--- src/common/avc_unpack_regs.svh ---
// Offsets, field positions, reset values and counts of the unpacker.
// Assumes byte addresses on a 4-bit register port, 32-bit data.
`ifndef AVC_UNPACK_REGS_SVH
`define AVC_UNPACK_REGS_SVH

// Register offsets
`define ADDR_CTRL      4'h0
`define ADDR_STATUS    4'h4
`define ADDR_MB_DONE   4'h8
`define ADDR_COUNTS    4'hC

// Register fields and reset values
`define CTRL_EN_BIT    0
`define STAT_MISM_BIT  0
`define STAT_BUSY_BIT  1
`define CTRL_RESET     1'b0

// Record layout and FIFO depth
`define DBK_LAST_IDX   4'hB
`define MV_HORZ_HI     15
`define MV_VERT_LO     16
`define DB0_TOP_BIT    23
`define DB0_LEFT_BIT   22
`define DB0_IN4_BIT    21
`define DB0_IN8_BIT    20
`define DB0_ABOVE_BIT  19
`define DB0_LFLD_BIT   18
`define DB0_CUR_BIT    17
`define DB0_MBAFF_BIT  16
`define DB0_ROW_LO     8
`define FIFO_DEPTH     4

`endif

--- src/common/avc_unpack_pkg.sv ---
// Types shared by the indirect record unpacker.
// Assumes nothing of its surroundings.
package avc_unpack_pkg;
	// Macroblock partition of the current macroblock
	typedef enum logic [1:0] {
		PART_16X16,
		PART_16X8,
		PART_8X16,
		PART_8X8
	} part_e;

	// Prediction mode of a part or sub-partition
	typedef enum logic [1:0] {
		PRED_L0,
		PRED_L1,
		PRED_BI,
		PRED_RSV
	} pred_e;

	// Parser states
	typedef enum logic [1:0] {
		IDLE_ST,
		MV_ST,
		COEF_ST,
		DBK_ST
	} state_e;
endpackage

--- src/avc_inverse_transform_mode_indirect_record_unpacker.sv ---
// Indirect record unpacker for the inverse-transform decode mode,
// with its small input word FIFO.
// Assumes inline data arrive one macroblock at a time from logic on
// the same clock, and indirect words in order: vectors, coefficients,
// then the deblocking control record.
`timescale 1ns/10ps
`include "avc_unpack_regs.svh"

// ********************************************
// Word FIFO
// ********************************************
module word_fifo #(
	parameter int WIDTH = 32,
	parameter int DEPTH = `FIFO_DEPTH
) (
	// Clock and reset
	input  wire logic             clk_i,
	input  wire logic             rst_i,
	// Filling side
	input  wire logic [WIDTH-1:0] in_data_i,
	input  wire logic             in_valid_i,
	output logic                  in_ready_o,
	// Draining side
	output logic      [WIDTH-1:0] out_data_o,
	output logic                  out_valid_o,
	input  wire logic             out_ready_i
);
	localparam int PW = $clog2(DEPTH);
	localparam int CW = $clog2(DEPTH + 1);
	localparam logic [CW-1:0] FULL = CW'(DEPTH);

	logic [WIDTH-1:0] mem [DEPTH];
	logic [PW-1:0]    wr_ptr_reg;
	logic [PW-1:0]    rd_ptr_reg;
	logic [CW-1:0]    count_reg;
	logic [CW-1:0]    count_next;
	logic             push;
	logic             pop;

	// Handshakes; flags are registered so the ports come from flops
	assign push = in_valid_i & in_ready_o;
	assign pop = out_valid_o & out_ready_i;
	assign count_next = count_reg + CW'(push) - CW'(pop);
	assign out_data_o = mem[rd_ptr_reg];

	// Storage; depth must be a power of two for pointer wrap
	always_ff @(posedge clk_i) begin
		if (push) begin
			mem[wr_ptr_reg] <= in_data_i;
		end
	end

	// Pointers, count and flags
	always_ff @(posedge clk_i or posedge rst_i) begin
		if (rst_i) begin
			wr_ptr_reg  <= '0;
			rd_ptr_reg  <= '0;
			count_reg   <= '0;
			in_ready_o  <= 1'b0;
			out_valid_o <= 1'b0;
		end else begin
			wr_ptr_reg  <= wr_ptr_reg + PW'(push);
			rd_ptr_reg  <= rd_ptr_reg + PW'(pop);
			count_reg   <= count_next;
			in_ready_o  <= count_next != FULL;
			out_valid_o <= count_next != '0;
		end
	end
endmodule // word_fifo

// ********************************************
// Record unpacker
// ********************************************
module avc_inverse_transform_mode_indirect_record_unpacker
	import avc_unpack_pkg::*;
#(
	parameter int CW = 12
) (
	// Clock and reset
	input  wire logic          clk_i,
	input  wire logic          rst_i,
	// Register port
	input  wire logic [3:0]    addr_i,
	input  wire logic [31:0]   wr_data_i,
	input  wire logic          wr_en_i,
	input  wire logic          rd_en_i,
	output logic      [31:0]   rd_data_o,
	// Indirect word stream
	input  wire logic [31:0]   word_i,
	input  wire logic          word_valid_i,
	output logic               word_ready_o,
	// Inline macroblock information
	input  wire logic          mb_start_i,
	input  wire logic [7:0]    mv_count_field_i,
	input  wire logic [CW-1:0] coef_words_i,
	input  wire avc_unpack_pkg::part_e part_type_i,
	input  wire logic [3:0]    part_pred_i,
	input  wire logic [7:0]    sub_partition_shape_i,
	input  wire logic [7:0]    sub_partition_pred_mode_i,
	output logic               mb_ready_o,
	// Motion vectors
	output logic               mv_valid_o,
	output logic      [15:0]   mv_horz_o,
	output logic      [15:0]   mv_vert_o,
	output logic      [15:0]   chroma_mv_horz_o,
	output logic      [15:0]   chroma_mv_vert_o,
	// Coefficient words
	output logic               coef_valid_o,
	output logic      [31:0]   coef_word_o,
	// Deblocking control
	output logic               dbk_valid_o,
	output logic               filter_top_edge_flag_o,
	output logic               filter_left_edge_flag_o,
	output logic               filter_inner_small_edges_flag_o,
	output logic               filter_inner_large_edges_flag_o,
	output logic               above_field_coded_flag_o,
	output logic               left_field_coded_flag_o,
	output logic               current_field_coded_flag_o,
	output logic               adaptive_frame_field_flag_o,
	output logic      [7:0]    mb_row_position_o,
	output logic      [7:0]    mb_col_position_o,
	output logic      [47:0]   inner_edge_strength_o,
	output logic      [47:0]   boundary_edge_strength_o,
	output logic      [119:0]  filter_threshold_index_a_o,
	output logic      [119:0]  filter_threshold_index_b_o
);
	import avc_unpack_pkg::*;

	// ********************************************
	// Helper functions
	// ********************************************
	// Vectors for one prediction: bi needs one per list
	function automatic logic [5:0] per_pred(input logic [1:0] p);
		per_pred = (p == PRED_BI) ? 6'h02 : 6'h01;
	endfunction

	// Vectors of one 8x8 sub-partition from shape and mode
	function automatic logic [5:0] sub_count(input logic [1:0] s,
	                                         input logic [1:0] p);
		sub_count = per_pred(p) << ((s == 2'h0) ? 1'b0 :
		            (s == 2'h3) ? 2'h2 : 2'h1);
	endfunction

	// Four 4-bit strengths with the unused top bit dropped
	function automatic logic [11:0] drop_msb(input logic [15:0] w);
		drop_msb = {w[14:12], w[10:8], w[6:4], w[2:0]};
	endfunction

	// ********************************************
	// Declarations
	// ********************************************
	logic [31:0]   fifo_data;
	logic          fifo_valid;
	logic          pop;
	state_e        state_reg;
	state_e        state_next;
	logic [7:0]    mv_left_reg;
	logic [CW-1:0] coef_left_reg;
	logic [3:0]    dbk_idx_reg;
	logic [31:0]   dbk_mem [11];
	logic [31:0]   dw [12];
	logic          take_mb;
	logic          dbk_done;
	logic [5:0]    expected;
	logic [5:0]    exp_reg;
	logic [7:0]    given_reg;
	logic          en_reg;
	logic          mism_reg;
	logic          mism_set;
	logic [15:0]   mb_done_reg;
	logic [31:0]   rd_sel;
	logic [239:0]  pairs;

	// ********************************************
	// Input buffer
	// ********************************************
	// Drained only while a macroblock is being parsed, so an idle
	// parser lets the FIFO fill and stalls the fetch path
	word_fifo #(
		.WIDTH       (32),
		.DEPTH       (`FIFO_DEPTH)
	) u_fifo (
		.clk_i       (clk_i),
		.rst_i       (rst_i),
		.in_data_i   (word_i),
		.in_valid_i  (word_valid_i),
		.in_ready_o  (word_ready_o),
		.out_data_o  (fifo_data),
		.out_valid_o (fifo_valid),
		.out_ready_i (state_reg != IDLE_ST)
	);

	assign pop = fifo_valid & (state_reg != IDLE_ST);
	assign take_mb = mb_start_i & mb_ready_o;
	assign dbk_done = pop & (state_reg == DBK_ST) &
	                  (dbk_idx_reg == `DBK_LAST_IDX);

	// ********************************************
	// Expected vector count
	// ********************************************
	// Table check against the supplied count; part 1 uses pred [3:2]
	always_comb begin
		unique case (part_type_i)
			PART_16X16: expected = per_pred(part_pred_i[1:0]);
			PART_16X8,
			PART_8X16:  expected = per_pred(part_pred_i[1:0]) +
			                       per_pred(part_pred_i[3:2]);
			PART_8X8:   expected =
				sub_count(sub_partition_shape_i[1:0],
				          sub_partition_pred_mode_i[1:0]) +
				sub_count(sub_partition_shape_i[3:2],
				          sub_partition_pred_mode_i[3:2]) +
				sub_count(sub_partition_shape_i[5:4],
				          sub_partition_pred_mode_i[5:4]) +
				sub_count(sub_partition_shape_i[7:6],
				          sub_partition_pred_mode_i[7:6]);
		endcase
	end

	// Zero count marks a macroblock with no vectors, never a mismatch
	assign mism_set = take_mb & (mv_count_field_i != 8'h00) &
	                  (mv_count_field_i != {2'h0, expected});

	// ********************************************
	// Record sequencing
	// ********************************************
	// Vectors, then coefficients, then the fixed deblock record
	always_comb begin
		state_next = state_reg;
		unique case (state_reg)
			IDLE_ST: if (take_mb) begin
				if (mv_count_field_i != 8'h00)
					state_next = MV_ST;
				else if (coef_words_i != '0)
					state_next = COEF_ST;
				else
					state_next = DBK_ST;
			end
			MV_ST: if (pop && mv_left_reg == 8'h01) begin
				state_next = (coef_left_reg != '0) ? COEF_ST : DBK_ST;
			end
			COEF_ST: if (pop && coef_left_reg == CW'(1)) begin
				state_next = DBK_ST;
			end
			DBK_ST: if (dbk_done) begin
				state_next = IDLE_ST;
			end
		endcase
	end

	// State and record counters
	always_ff @(posedge clk_i or posedge rst_i) begin
		if (rst_i) begin
			state_reg     <= IDLE_ST;
			mv_left_reg   <= 8'h00;
			coef_left_reg <= '0;
			dbk_idx_reg   <= 4'h0;
		end else begin
			state_reg <= state_next;
			if (take_mb) begin
				mv_left_reg   <= mv_count_field_i;
				coef_left_reg <= coef_words_i;
				dbk_idx_reg   <= 4'h0;
			end else if (pop) begin
				if (state_reg == MV_ST)
					mv_left_reg <= mv_left_reg - 8'h01;
				if (state_reg == COEF_ST)
					coef_left_reg <= coef_left_reg - CW'(1);
				if (state_reg == DBK_ST)
					dbk_idx_reg <= dbk_idx_reg + 4'h1;
			end
		end
	end

	// Accept inline data only when idle and enabled
	always_ff @(posedge clk_i or posedge rst_i) begin
		if (rst_i)
			mb_ready_o <= 1'b0;
		else
			mb_ready_o <= (state_next == IDLE_ST) & en_reg & ~take_mb;
	end

	// ********************************************
	// Vector and coefficient output
	// ********************************************
	// Chroma is half resolution, so a quarter luma sample is an
	// eighth chroma sample; halving gives quarter chroma units
	always_ff @(posedge clk_i or posedge rst_i) begin
		if (rst_i) begin
			mv_valid_o       <= 1'b0;
			mv_horz_o        <= 16'h0000;
			mv_vert_o        <= 16'h0000;
			chroma_mv_horz_o <= 16'h0000;
			chroma_mv_vert_o <= 16'h0000;
			coef_valid_o     <= 1'b0;
			coef_word_o      <= 32'h0000_0000;
		end else begin
			mv_valid_o   <= pop & (state_reg == MV_ST);
			coef_valid_o <= pop & (state_reg == COEF_ST);
			if (pop && state_reg == MV_ST) begin
				mv_horz_o <= fifo_data[`MV_HORZ_HI:0];
				mv_vert_o <= fifo_data[31:`MV_VERT_LO];
				chroma_mv_horz_o <= {fifo_data[15],
				                     fifo_data[15:1]};
				chroma_mv_vert_o <= {fifo_data[31],
				                     fifo_data[31:17]};
			end
			if (pop && state_reg == COEF_ST)
				coef_word_o <= fifo_data;
		end
	end

	// ********************************************
	// Deblock record capture
	// ********************************************
	// Words 0 to 10 are held; word 11 is decoded straight off the FIFO
	always_ff @(posedge clk_i) begin
		if (pop && state_reg == DBK_ST && dbk_idx_reg != `DBK_LAST_IDX)
			dbk_mem[dbk_idx_reg] <= fifo_data;
	end

	genvar gi;
	generate
		for (gi = 0; gi < 11; gi++) begin : g_dw
			assign dw[gi] = dbk_mem[gi];
		end
	endgenerate
	assign dw[11] = fifo_data;

	// Index pairs: dword 4 high half, then low and high of 5 to 11
	assign pairs = {dw[11], dw[10], dw[9], dw[8], dw[7], dw[6],
	                dw[5], dw[4][31:16]};

	// ********************************************
	// Deblock field output
	// ********************************************
	// Fields change only on the last word, so the filter never
	// sees a half-written record
	always_ff @(posedge clk_i or posedge rst_i) begin
		if (rst_i) begin
			dbk_valid_o                     <= 1'b0;
			filter_top_edge_flag_o          <= 1'b0;
			filter_left_edge_flag_o         <= 1'b0;
			filter_inner_small_edges_flag_o <= 1'b0;
			filter_inner_large_edges_flag_o <= 1'b0;
			above_field_coded_flag_o        <= 1'b0;
			left_field_coded_flag_o         <= 1'b0;
			current_field_coded_flag_o      <= 1'b0;
			adaptive_frame_field_flag_o     <= 1'b0;
			mb_row_position_o               <= 8'h00;
			mb_col_position_o               <= 8'h00;
			inner_edge_strength_o           <= '0;
			boundary_edge_strength_o        <= '0;
		end else begin
			dbk_valid_o <= dbk_done;
			if (dbk_done) begin
				filter_top_edge_flag_o <= dw[0][`DB0_TOP_BIT];
				filter_left_edge_flag_o <= dw[0][`DB0_LEFT_BIT];
				filter_inner_small_edges_flag_o <= dw[0][`DB0_IN4_BIT];
				filter_inner_large_edges_flag_o <= dw[0][`DB0_IN8_BIT];
				above_field_coded_flag_o <= dw[0][`DB0_ABOVE_BIT];
				left_field_coded_flag_o <= dw[0][`DB0_LFLD_BIT];
				current_field_coded_flag_o <= dw[0][`DB0_CUR_BIT];
				adaptive_frame_field_flag_o <= dw[0][`DB0_MBAFF_BIT];
				mb_row_position_o <= dw[0][15:`DB0_ROW_LO];
				mb_col_position_o <= dw[0][7:0];
				inner_edge_strength_o <= {dw[2][15:0], dw[1]};
				boundary_edge_strength_o <= {drop_msb(dw[4][15:0]),
				                             drop_msb(dw[3][15:0]),
				                             drop_msb(dw[3][31:16]),
				                             drop_msb(dw[2][31:16])};
			end
		end
	end

	// Split each pair into its A and B byte
	generate
		for (gi = 0; gi < 15; gi++) begin : g_idx
			always_ff @(posedge clk_i or posedge rst_i) begin
				if (rst_i) begin
					filter_threshold_index_a_o[gi*8 +: 8] <= 8'h00;
					filter_threshold_index_b_o[gi*8 +: 8] <= 8'h00;
				end else if (dbk_done) begin
					filter_threshold_index_a_o[gi*8 +: 8] <=
						pairs[gi*16 +: 8];
					filter_threshold_index_b_o[gi*8 +: 8] <=
						pairs[gi*16+8 +: 8];
				end
			end
		end
	endgenerate

	// ********************************************
	// Register port
	// ********************************************
	// Enable, sticky mismatch (write one clears, a new set wins),
	// macroblock counter and the last pair of counts
	always_ff @(posedge clk_i or posedge rst_i) begin
		if (rst_i) begin
			en_reg      <= `CTRL_RESET;
			mism_reg    <= 1'b0;
			mb_done_reg <= 16'h0000;
			exp_reg     <= 6'h00;
			given_reg   <= 8'h00;
		end else begin
			if (wr_en_i && addr_i == `ADDR_CTRL)
				en_reg <= wr_data_i[`CTRL_EN_BIT];
			if (mism_set)
				mism_reg <= 1'b1;
			else if (wr_en_i && addr_i == `ADDR_STATUS &&
			         wr_data_i[`STAT_MISM_BIT])
				mism_reg <= 1'b0;
			if (dbk_done)
				mb_done_reg <= mb_done_reg + 16'h0001;
			if (take_mb) begin
				exp_reg   <= expected;
				given_reg <= mv_count_field_i;
			end
		end
	end

	// Read selection; unmapped offsets read zero
	assign rd_sel =
		(addr_i == `ADDR_CTRL)    ? {31'h0, en_reg} :
		(addr_i == `ADDR_STATUS)  ? {30'h0, state_reg != IDLE_ST,
		                             mism_reg} :
		(addr_i == `ADDR_MB_DONE) ? {16'h0000, mb_done_reg} :
		(addr_i == `ADDR_COUNTS)  ? {16'h0000, given_reg,
		                             2'h0, exp_reg} :
		32'h0000_0000;

	// Read data stand one cycle after the strobe only
	always_ff @(posedge clk_i or posedge rst_i) begin
		if (rst_i)
			rd_data_o <= 32'h0000_0000;
		else
			rd_data_o <= rd_en_i ? rd_sel : 32'h0000_0000;
	end
endmodule // avc_inverse_transform_mode_indirect_record_unpacker

--- config.mk ---
export PLATFORM = sky130hd
export DESIGN_NAME = avc_inverse_transform_mode_indirect_record_unpacker
export DESIGN_NICKNAME = d
export VERILOG_FILES = /design/src/common/avc_unpack_pkg.sv /design/src/avc_inverse_transform_mode_indirect_record_unpacker.sv
export VERILOG_INCLUDE_DIRS = /design/src /design/src/common
export SDC_FILE = /design/constraint.sdc
export NUM_CORES = 2
export LEC_CHECK = 0
export BUFFER_PORTS_ARGS = -buffer_cell sky130_fd_sc_hd__buf_4
export CORE_ASPECT_RATIO = 1.5
export CORE_UTILIZATION = 30
export CTS_BUF_LIST = sky130_fd_sc_hd__clkbuf_8
export CTS_CLUSTER_DIAMETER = 100
export CTS_CLUSTER_SIZE = 40
export DETAILED_ROUTE_END_ITERATION = 7
export HOLD_SLACK_MARGIN = 0.15
export PLACE_DENSITY = 0.52
export SLEW_MARGIN = 20
export SYNTH_ARGS = -nofsm -noshare
export SYNTH_HDL_FRONTEND = slang
export SYNTH_SLANG_ARGS = --single-unit
--- constraint.sdc ---
create_clock -name clk_i -period 17.6 [get_ports clk_i]
set_input_delay 3.52 -clock clk_i [delete_from_list [all_inputs] [get_ports clk_i]]
set_output_delay 3.52 -clock clk_i [all_outputs]
set_load 0.02 [all_outputs]
# Word level (Yosys, flattened, before mapping)
# Memories as Yosys holds them, arrays and structs flattened. A register that Yosys moved wholly into a read port is not among the register bits.
# Cells that the tools add are included.
dict set report totals {
  word_cells 157
  output_inout_bits 493
  ramBits 480
  regBits 213
  in_bits 116
  memories 2
}
# memory depth word_bits rd rd_clocked_by_memory_dff write_ports line
set memory_table {}
lappend memory_table {dbk_mem 11 32 11 11 1 avc_inverse_transform_mode_indirect_record_unpacker.sv:160} ;# logic [31:0] dbk_mem [11];
lappend memory_table {u_fifo.mem 4 32 1 0 1 avc_inverse_transform_mode_indirect_record_unpacker.sv:32} ;# logic [WIDTH-1:0] mem [DEPTH];
dict set report classes {
  muxes 43
  n_bitwise 12
  addsub 12
  n_eq_ne 25
  shift 4
  reduce_logical 31
}
# cell count
set op_table {}
lappend op_table {{$mux 16} 5}
lappend op_table {{$mux 2} 19}
lappend op_table {{$mux 12} 3}
lappend op_table {{$eq 2x2->1 const B} 14}
lappend op_table {{$mux 8} 3}
lappend op_table {{$reduce_bool 12->1} 2}
lappend op_table {{$shl 2x2->6} 4}
lappend op_table {{$add 6x6->6} 3}
lappend op_table {{$pmux 6 s3} 1}
lappend op_table {{$add 16x1->16 const B} 1}
lappend op_table {{$logic_not 2->1} 7}
lappend op_table {{$eq 12x1->1 const B} 1}
lappend op_table {{$eq 4x4->1 const B} 3}
lappend op_table {{$mux 4} 3}
lappend op_table {{$reduce_bool 2->1} 6}
lappend op_table {{$sub 12x1->12 const B} 1}
lappend op_table {{$and 1x1->1} 11}
lappend op_table {{$logic_and 1x1->1} 9}
lappend op_table {{$eq 8x1->1 const B} 1}
lappend op_table {{$mux 1} 8}
lappend op_table {{$ne 8x6->1} 1}
lappend op_table {{$pmux 2 s4} 1}
lappend op_table {{$reduce_bool 8->1} 1}
lappend op_table {{$sub 8x1->8 const B} 1}
lappend op_table {{other kinds (14)} 18}

# Depth between registers and ports, before layout
dict set report logic_depth {
  depth_word 11
  mapped_depth 14
  mapped_depth_nobuf 14
}

# By module
# Synthesis repeated with hierarchy kept, for this count alone.
dict set report unflattened {
  cells_unflattened 2093
  area_unflattened_um2 37096.8
}
# module cells_each seq_area_each_um2 n_inst area_each_um2
set by_module_without_submodules {}
lappend by_module_without_submodules {avc_inverse_transform_mode_indirect_record_unpacker 1894 22411.5 1 32028.2}
lappend by_module_without_submodules {word_fifo 199 4068.9 1 5068.6}

# Worst setup path before layout
# OpenSTA, ideal clock, no wires.
dict set report synth_timing {
  kind {input to register}
  from {input sub_partition_shape_i[0]}
  to {register mism_reg}
  t_arrival_ns 6.758
  setup_ns 0.129
  path_slack_ns 10.713
  stages 14
  t_required_ns 17.471
  n_path_buf 0
  cell_sequence {ha_1 -> inv_1 -> ha_1 -> mux2_2 -> fa_1 -> inv_1 -> fa_1 -> inv_1 -> fa_1 -> nand3_1 -> nand3_1 -> a21o_1 -> xnor2_1 -> o41a_1}
}
dict set report synth_between {
  elab_chain_len 11
  elab_cells_between_ends 13
  classes_between {3 x add/sub; 2 x eq/ne; 1 x shift; 4 x mux; 1 x bitwise; 2 x reduce/logical}
}
# item line
set synth_lines {}
lappend synth_lines {{start: declaration} avc_inverse_transform_mode_indirect_record_unpacker.sv:98} ;# input wire logic [7:0] sub_partition_shape_i,
lappend synth_lines {{$eq 2x2->1} avc_inverse_transform_mode_indirect_record_unpacker.sv:141} ;# (s == 2'h3) ? 2'h2 : 2'h1);
lappend synth_lines {{$mux 2} avc_inverse_transform_mode_indirect_record_unpacker.sv:141}
lappend synth_lines {{$mux 2 (*)} avc_inverse_transform_mode_indirect_record_unpacker.sv:140} ;# sub_count = per_pred(p) << ((s == 2'h0) ? 1'b0 :
lappend synth_lines {{$shl 2x2->6 (*)} avc_inverse_transform_mode_indirect_record_unpacker.sv:140}
lappend synth_lines {{$add 6x6->6 (*)} avc_inverse_transform_mode_indirect_record_unpacker.sv:210} ;# sub_partition_pred_mode_i[1:0]) +
lappend synth_lines {{$add 6x6->6 (*)} avc_inverse_transform_mode_indirect_record_unpacker.sv:212} ;# sub_partition_pred_mode_i[3:2]) +
lappend synth_lines {{$add 6x6->6 (*)} avc_inverse_transform_mode_indirect_record_unpacker.sv:214} ;# sub_partition_pred_mode_i[5:4]) +
lappend synth_lines {{$pmux 6 s3 (*)} avc_inverse_transform_mode_indirect_record_unpacker.sv:203} ;# unique case (part_type_i)
lappend synth_lines {{$ne 8x6->1 (*)} avc_inverse_transform_mode_indirect_record_unpacker.sv:222} ;# (mv_count_field_i != {2'h0, expected});
lappend synth_lines {{$and 1x1->1 (*)} avc_inverse_transform_mode_indirect_record_unpacker.sv:221} ;# assign mism_set = take_mb & (mv_count_field_i != 8'h00) &
lappend synth_lines {{$mux 1 / $reduce_bool 2->1 (equally long branches)} --}
lappend synth_lines {{end signal: assignment} avc_inverse_transform_mode_indirect_record_unpacker.sv:401} ;# mism_reg <= 1'b0;
lappend synth_lines {{end signal: assignment} avc_inverse_transform_mode_indirect_record_unpacker.sv:409} ;# mism_reg <= 1'b1;
lappend synth_lines {{end signal: assignment} avc_inverse_transform_mode_indirect_record_unpacker.sv:412} ;# mism_reg <= 1'b0;
lappend synth_lines {{end: declaration} avc_inverse_transform_mode_indirect_record_unpacker.sv:168} ;# logic mism_reg;
# Every way passes the cells marked *; elsewhere a longest branch is shown, timed or not.
# A chain may end at the register's enable or synchronous reset.

# Final worst setup path
dict set report layout_timing {
  from {input sub_partition_shape_i[3]}
  to {register mism_reg}
}
# Same word-level chain as after synthesis.

==> qor.csv <==
metric,value,unit
run_status,"finished, final reports clean",
max_flop_register,dbk_mem,
hpwlAfterDp,69.37,mm
drt-total-wl,110.3,mm
nNetsFinal,3483,
timing.slew.headroom,27.87,%
vdd_drop_max,91.73,uV
ys_seq_elements,967,
avgSynthCellArea,12.54,um^2
fin_skew,0.08653,ns
unrepaired_setup_endpoints_after_global_routing,false,
finalCritPeriodShare,36.30,%
grt_max_degree,160,
finalHoldViolations,0,
routed-via-count,21720,
postcts_resize_cnt,0,
drt_drc_violations_left,0,
synth_cells,2847,
drtPass1Iterations,5,
cellLeakagePower,19.68,nW
kind_of_capture_point_of_the_worst_setup_path,flip-flop,
layout_min_cycle_time,6.389,ns
placedInstanceArea,41310,um^2
initial_core_util,30.31,%
clock_insertion_delay_worst_skew,0.75,ns
netlist_area_pre_place,35690,um^2
clkSinkCount,967,
grt_pass1_wl,156.3,mm
multiInputGateArea,8267,um^2
post_route_cells_drive_above_1_share,21.15,%
grt_overflow,0,
cts_setup_buffers,0,
yosys.area.top_type_share,38.37,%
post-synth-top-area-cell,sky130_fd_sc_hd__edfxtp_1,
dr.first_iter.drc_count,1830,
synthMostInstantiatedCell,sky130_fd_sc_hd__nand2_1,
number_of_global_route_vias_before_repair,20920,
largest_register_ff_count,328,
timing.critical_path.arrival,7.02,ns
placeableCoreArea,117700,um^2
dieHeight,424.4,um
antenna_violating_nets_post_route,0,
timing_worst_slew_pin_value,1.078,ns
max_freq,0.1565,GHz
number_of_cell_rows,154,
synth_common_cells,"sky130_fd_sc_hd__nand2_1, sky130_fd_sc_hd__dfrtp_1, sky130_fd_sc_hd__edfxtp_1",
netlist_top_cells_area,"sky130_fd_sc_hd__edfxtp_1, sky130_fd_sc_hd__dfrtp_1, sky130_fd_sc_hd__nand2_1",
die_width,283.6,um
clock_tree_root_driver_cell,sky130_fd_sc_hd__clkbuf_8,
boundaryPins,609,
htree_num_levels,2,
area.growth.synth_to_final,18.01,%
final-seq-area,26480,um^2
grt_antenna_before_repair,11,
cp-start-kind,input port,
worstPathMaxFanout,4,
cts_made_buffers,34,
setup-violations-final,0,
die_area,120400,um^2
fillers,11680,
yosys.cell_types.count,59,
holdBufCountCts,0,
power.density_cell_area,112.1,nW/um^2
avgRoutedWirePerCell,22.47,um
maxCapViolCount,0,
totalNegativeSetupSlack,0,ns
io_buffers,561,
gpl.final_weighted_congestion,0.7787,
grt.total_usage,17.97,%
yosys_warnings,0,
seq_area_frac_synth,74.20,%
hp-class,flip-flop to flip-flop,
fin_util,35.77,%
timing.setup.critical_path_class,input port to flip-flop,
asyncSetResetFlopFracSynth,52.84,%
cts_tree,built,
clock_tree.buffer_depth,3,
path_clk_slew,0.23,ns
largestRegisters,"dbk_mem (328), u_fifo.mem (128)",
finish.instance_area,42120,um^2
max_slew_violation_count,0,
yosys_most_used_dff,sky130_fd_sc_hd__dfrtp_1,
synth-edff-count,456,
timing.critical_path.required,18.23,ns
vias_per_cell,4.424,
[metal layers]
layer	vias to the layer above	global-route usage, %	routed length (um)
met5	-	0	0
met4	0	4.117	2225
met3	75	2.634	4843
met2	569	32.45	57700
met1	10960	22.57	45580
li1	10120	-	-
[area by class of cell]
| cell class | instances | area share (%) |
|---|---|---|
| sequential | 967 | 62.88 |
| multi-input combinational | 1691 | 19.63 |
| antenna | 2 | 0.01188 |
| clock buffer | 35 | 1.144 |
| inverter | 41 | 0.4040 |
| clock inverter | 27 | 0.7189 |
| tap | 1560 | 4.634 |
| timing repair buffer | 587 | 10.58 |
[report_power, final]
| part | internal, mW | switching (mW) |
|---|---|---|
| sequential | 2.65 | 0.0545 |
| combinational | 0.223 | 0.860 |
| clock | 0.228 | 0.710 |
[placed cells by master, fill, tap and decap left out, drive strengths merged, types with 16 or more instances in the layout]
cell type / synthesis / layout
nand2: 1338 / 1338
buf: 112 / 587
dfrtp: 511 / 511
edfxtp: 456 / 456
inv: 40 / 56
nor2: 37 / 37
clkbuf: 51 / 35
ha: 34 / 34
mux4: 33 / 33
xnor2: 28 / 28
o21ai: 28 / 28
xor2: 17 / 17
conb: 1 / 16
[critical path, stage by stage]
cell and delay (ns):
sky130_fd_sc_hd__buf_4 0.11, sky130_fd_sc_hd__ha_1 0.29, sky130_fd_sc_hd__inv_1 0.05, sky130_fd_sc_hd__ha_1 0.28, sky130_fd_sc_hd__and2_1 0.19, sky130_fd_sc_hd__fa_1 0.50
sky130_fd_sc_hd__inv_1 0.05, sky130_fd_sc_hd__fa_1 0.52, sky130_fd_sc_hd__inv_1 0.04, sky130_fd_sc_hd__ha_1 0.35, sky130_fd_sc_hd__a21oi_1 0.20, sky130_fd_sc_hd__a21oi_1 0.09
sky130_fd_sc_hd__nor3_1 0.34, sky130_fd_sc_hd__xor2_1 0.12, sky130_fd_sc_hd__o41a_1 0.37
[through the flow]
step | hold WS, ns | std cells | total power [mW] | worst slack (ns)
after detailed placement | 0.4205 | 4845 | 3.899 | 10.40
after global routing | 0.4272 | 4909 | 4.919 | 11.06
final | 0.3932 | 4910 | 4.721 | 11.21
after floorplan | 0.4146 | 2862 | 3.179 | 7.142
after CTS | 0.4020 | 4907 | 4.839 | 11.27
after global placement | 0.4167 | 4845 | 3.887 | 10.37
[final timing paths]
check	cells after the start	slack, ns	from	end
worst max register to register	8	13.47	dbk_idx_reg[1]	filter_threshold_index_a_o[59]
worst min register to register	2	0.39	dbk_mem[3][8]	boundary_edge_strength_o[30]
worst max-delay path	15	11.21	sub_partition_shape_i[3]	mism_reg
min in group asynchronous	3	2.91	rst_i	filter_threshold_index_a_o[98]
worst min-delay path	2	0.39	dbk_mem[3][8]	boundary_edge_strength_o[30]
max in group asynchronous	6	12.09	rst_i	u_fifo.rd_ptr_reg[0]
[cell families (layout without fill, tap and decap cells)]
| logic type | Yosys count | in the layout | synth area share (%) |
|---|---|---|---|
| compound gates | 67 | 67 | 1.171 |
| xor+xnor | 45 | 45 | 1.104 |
| fa+ha+maj | 45 | 45 | 1.809 |
| buf+inv | 204 | 690 | 2.924 |
| flops | 967 | 967 | 74.20 |
| mux | 42 | 42 | 2.363 |
| other cells | 1 | 18 | 0.01051 |
| simple gates | 1476 | 1476 | 16.42 |
No activity file was read; power rests on OpenSTA's default activity.
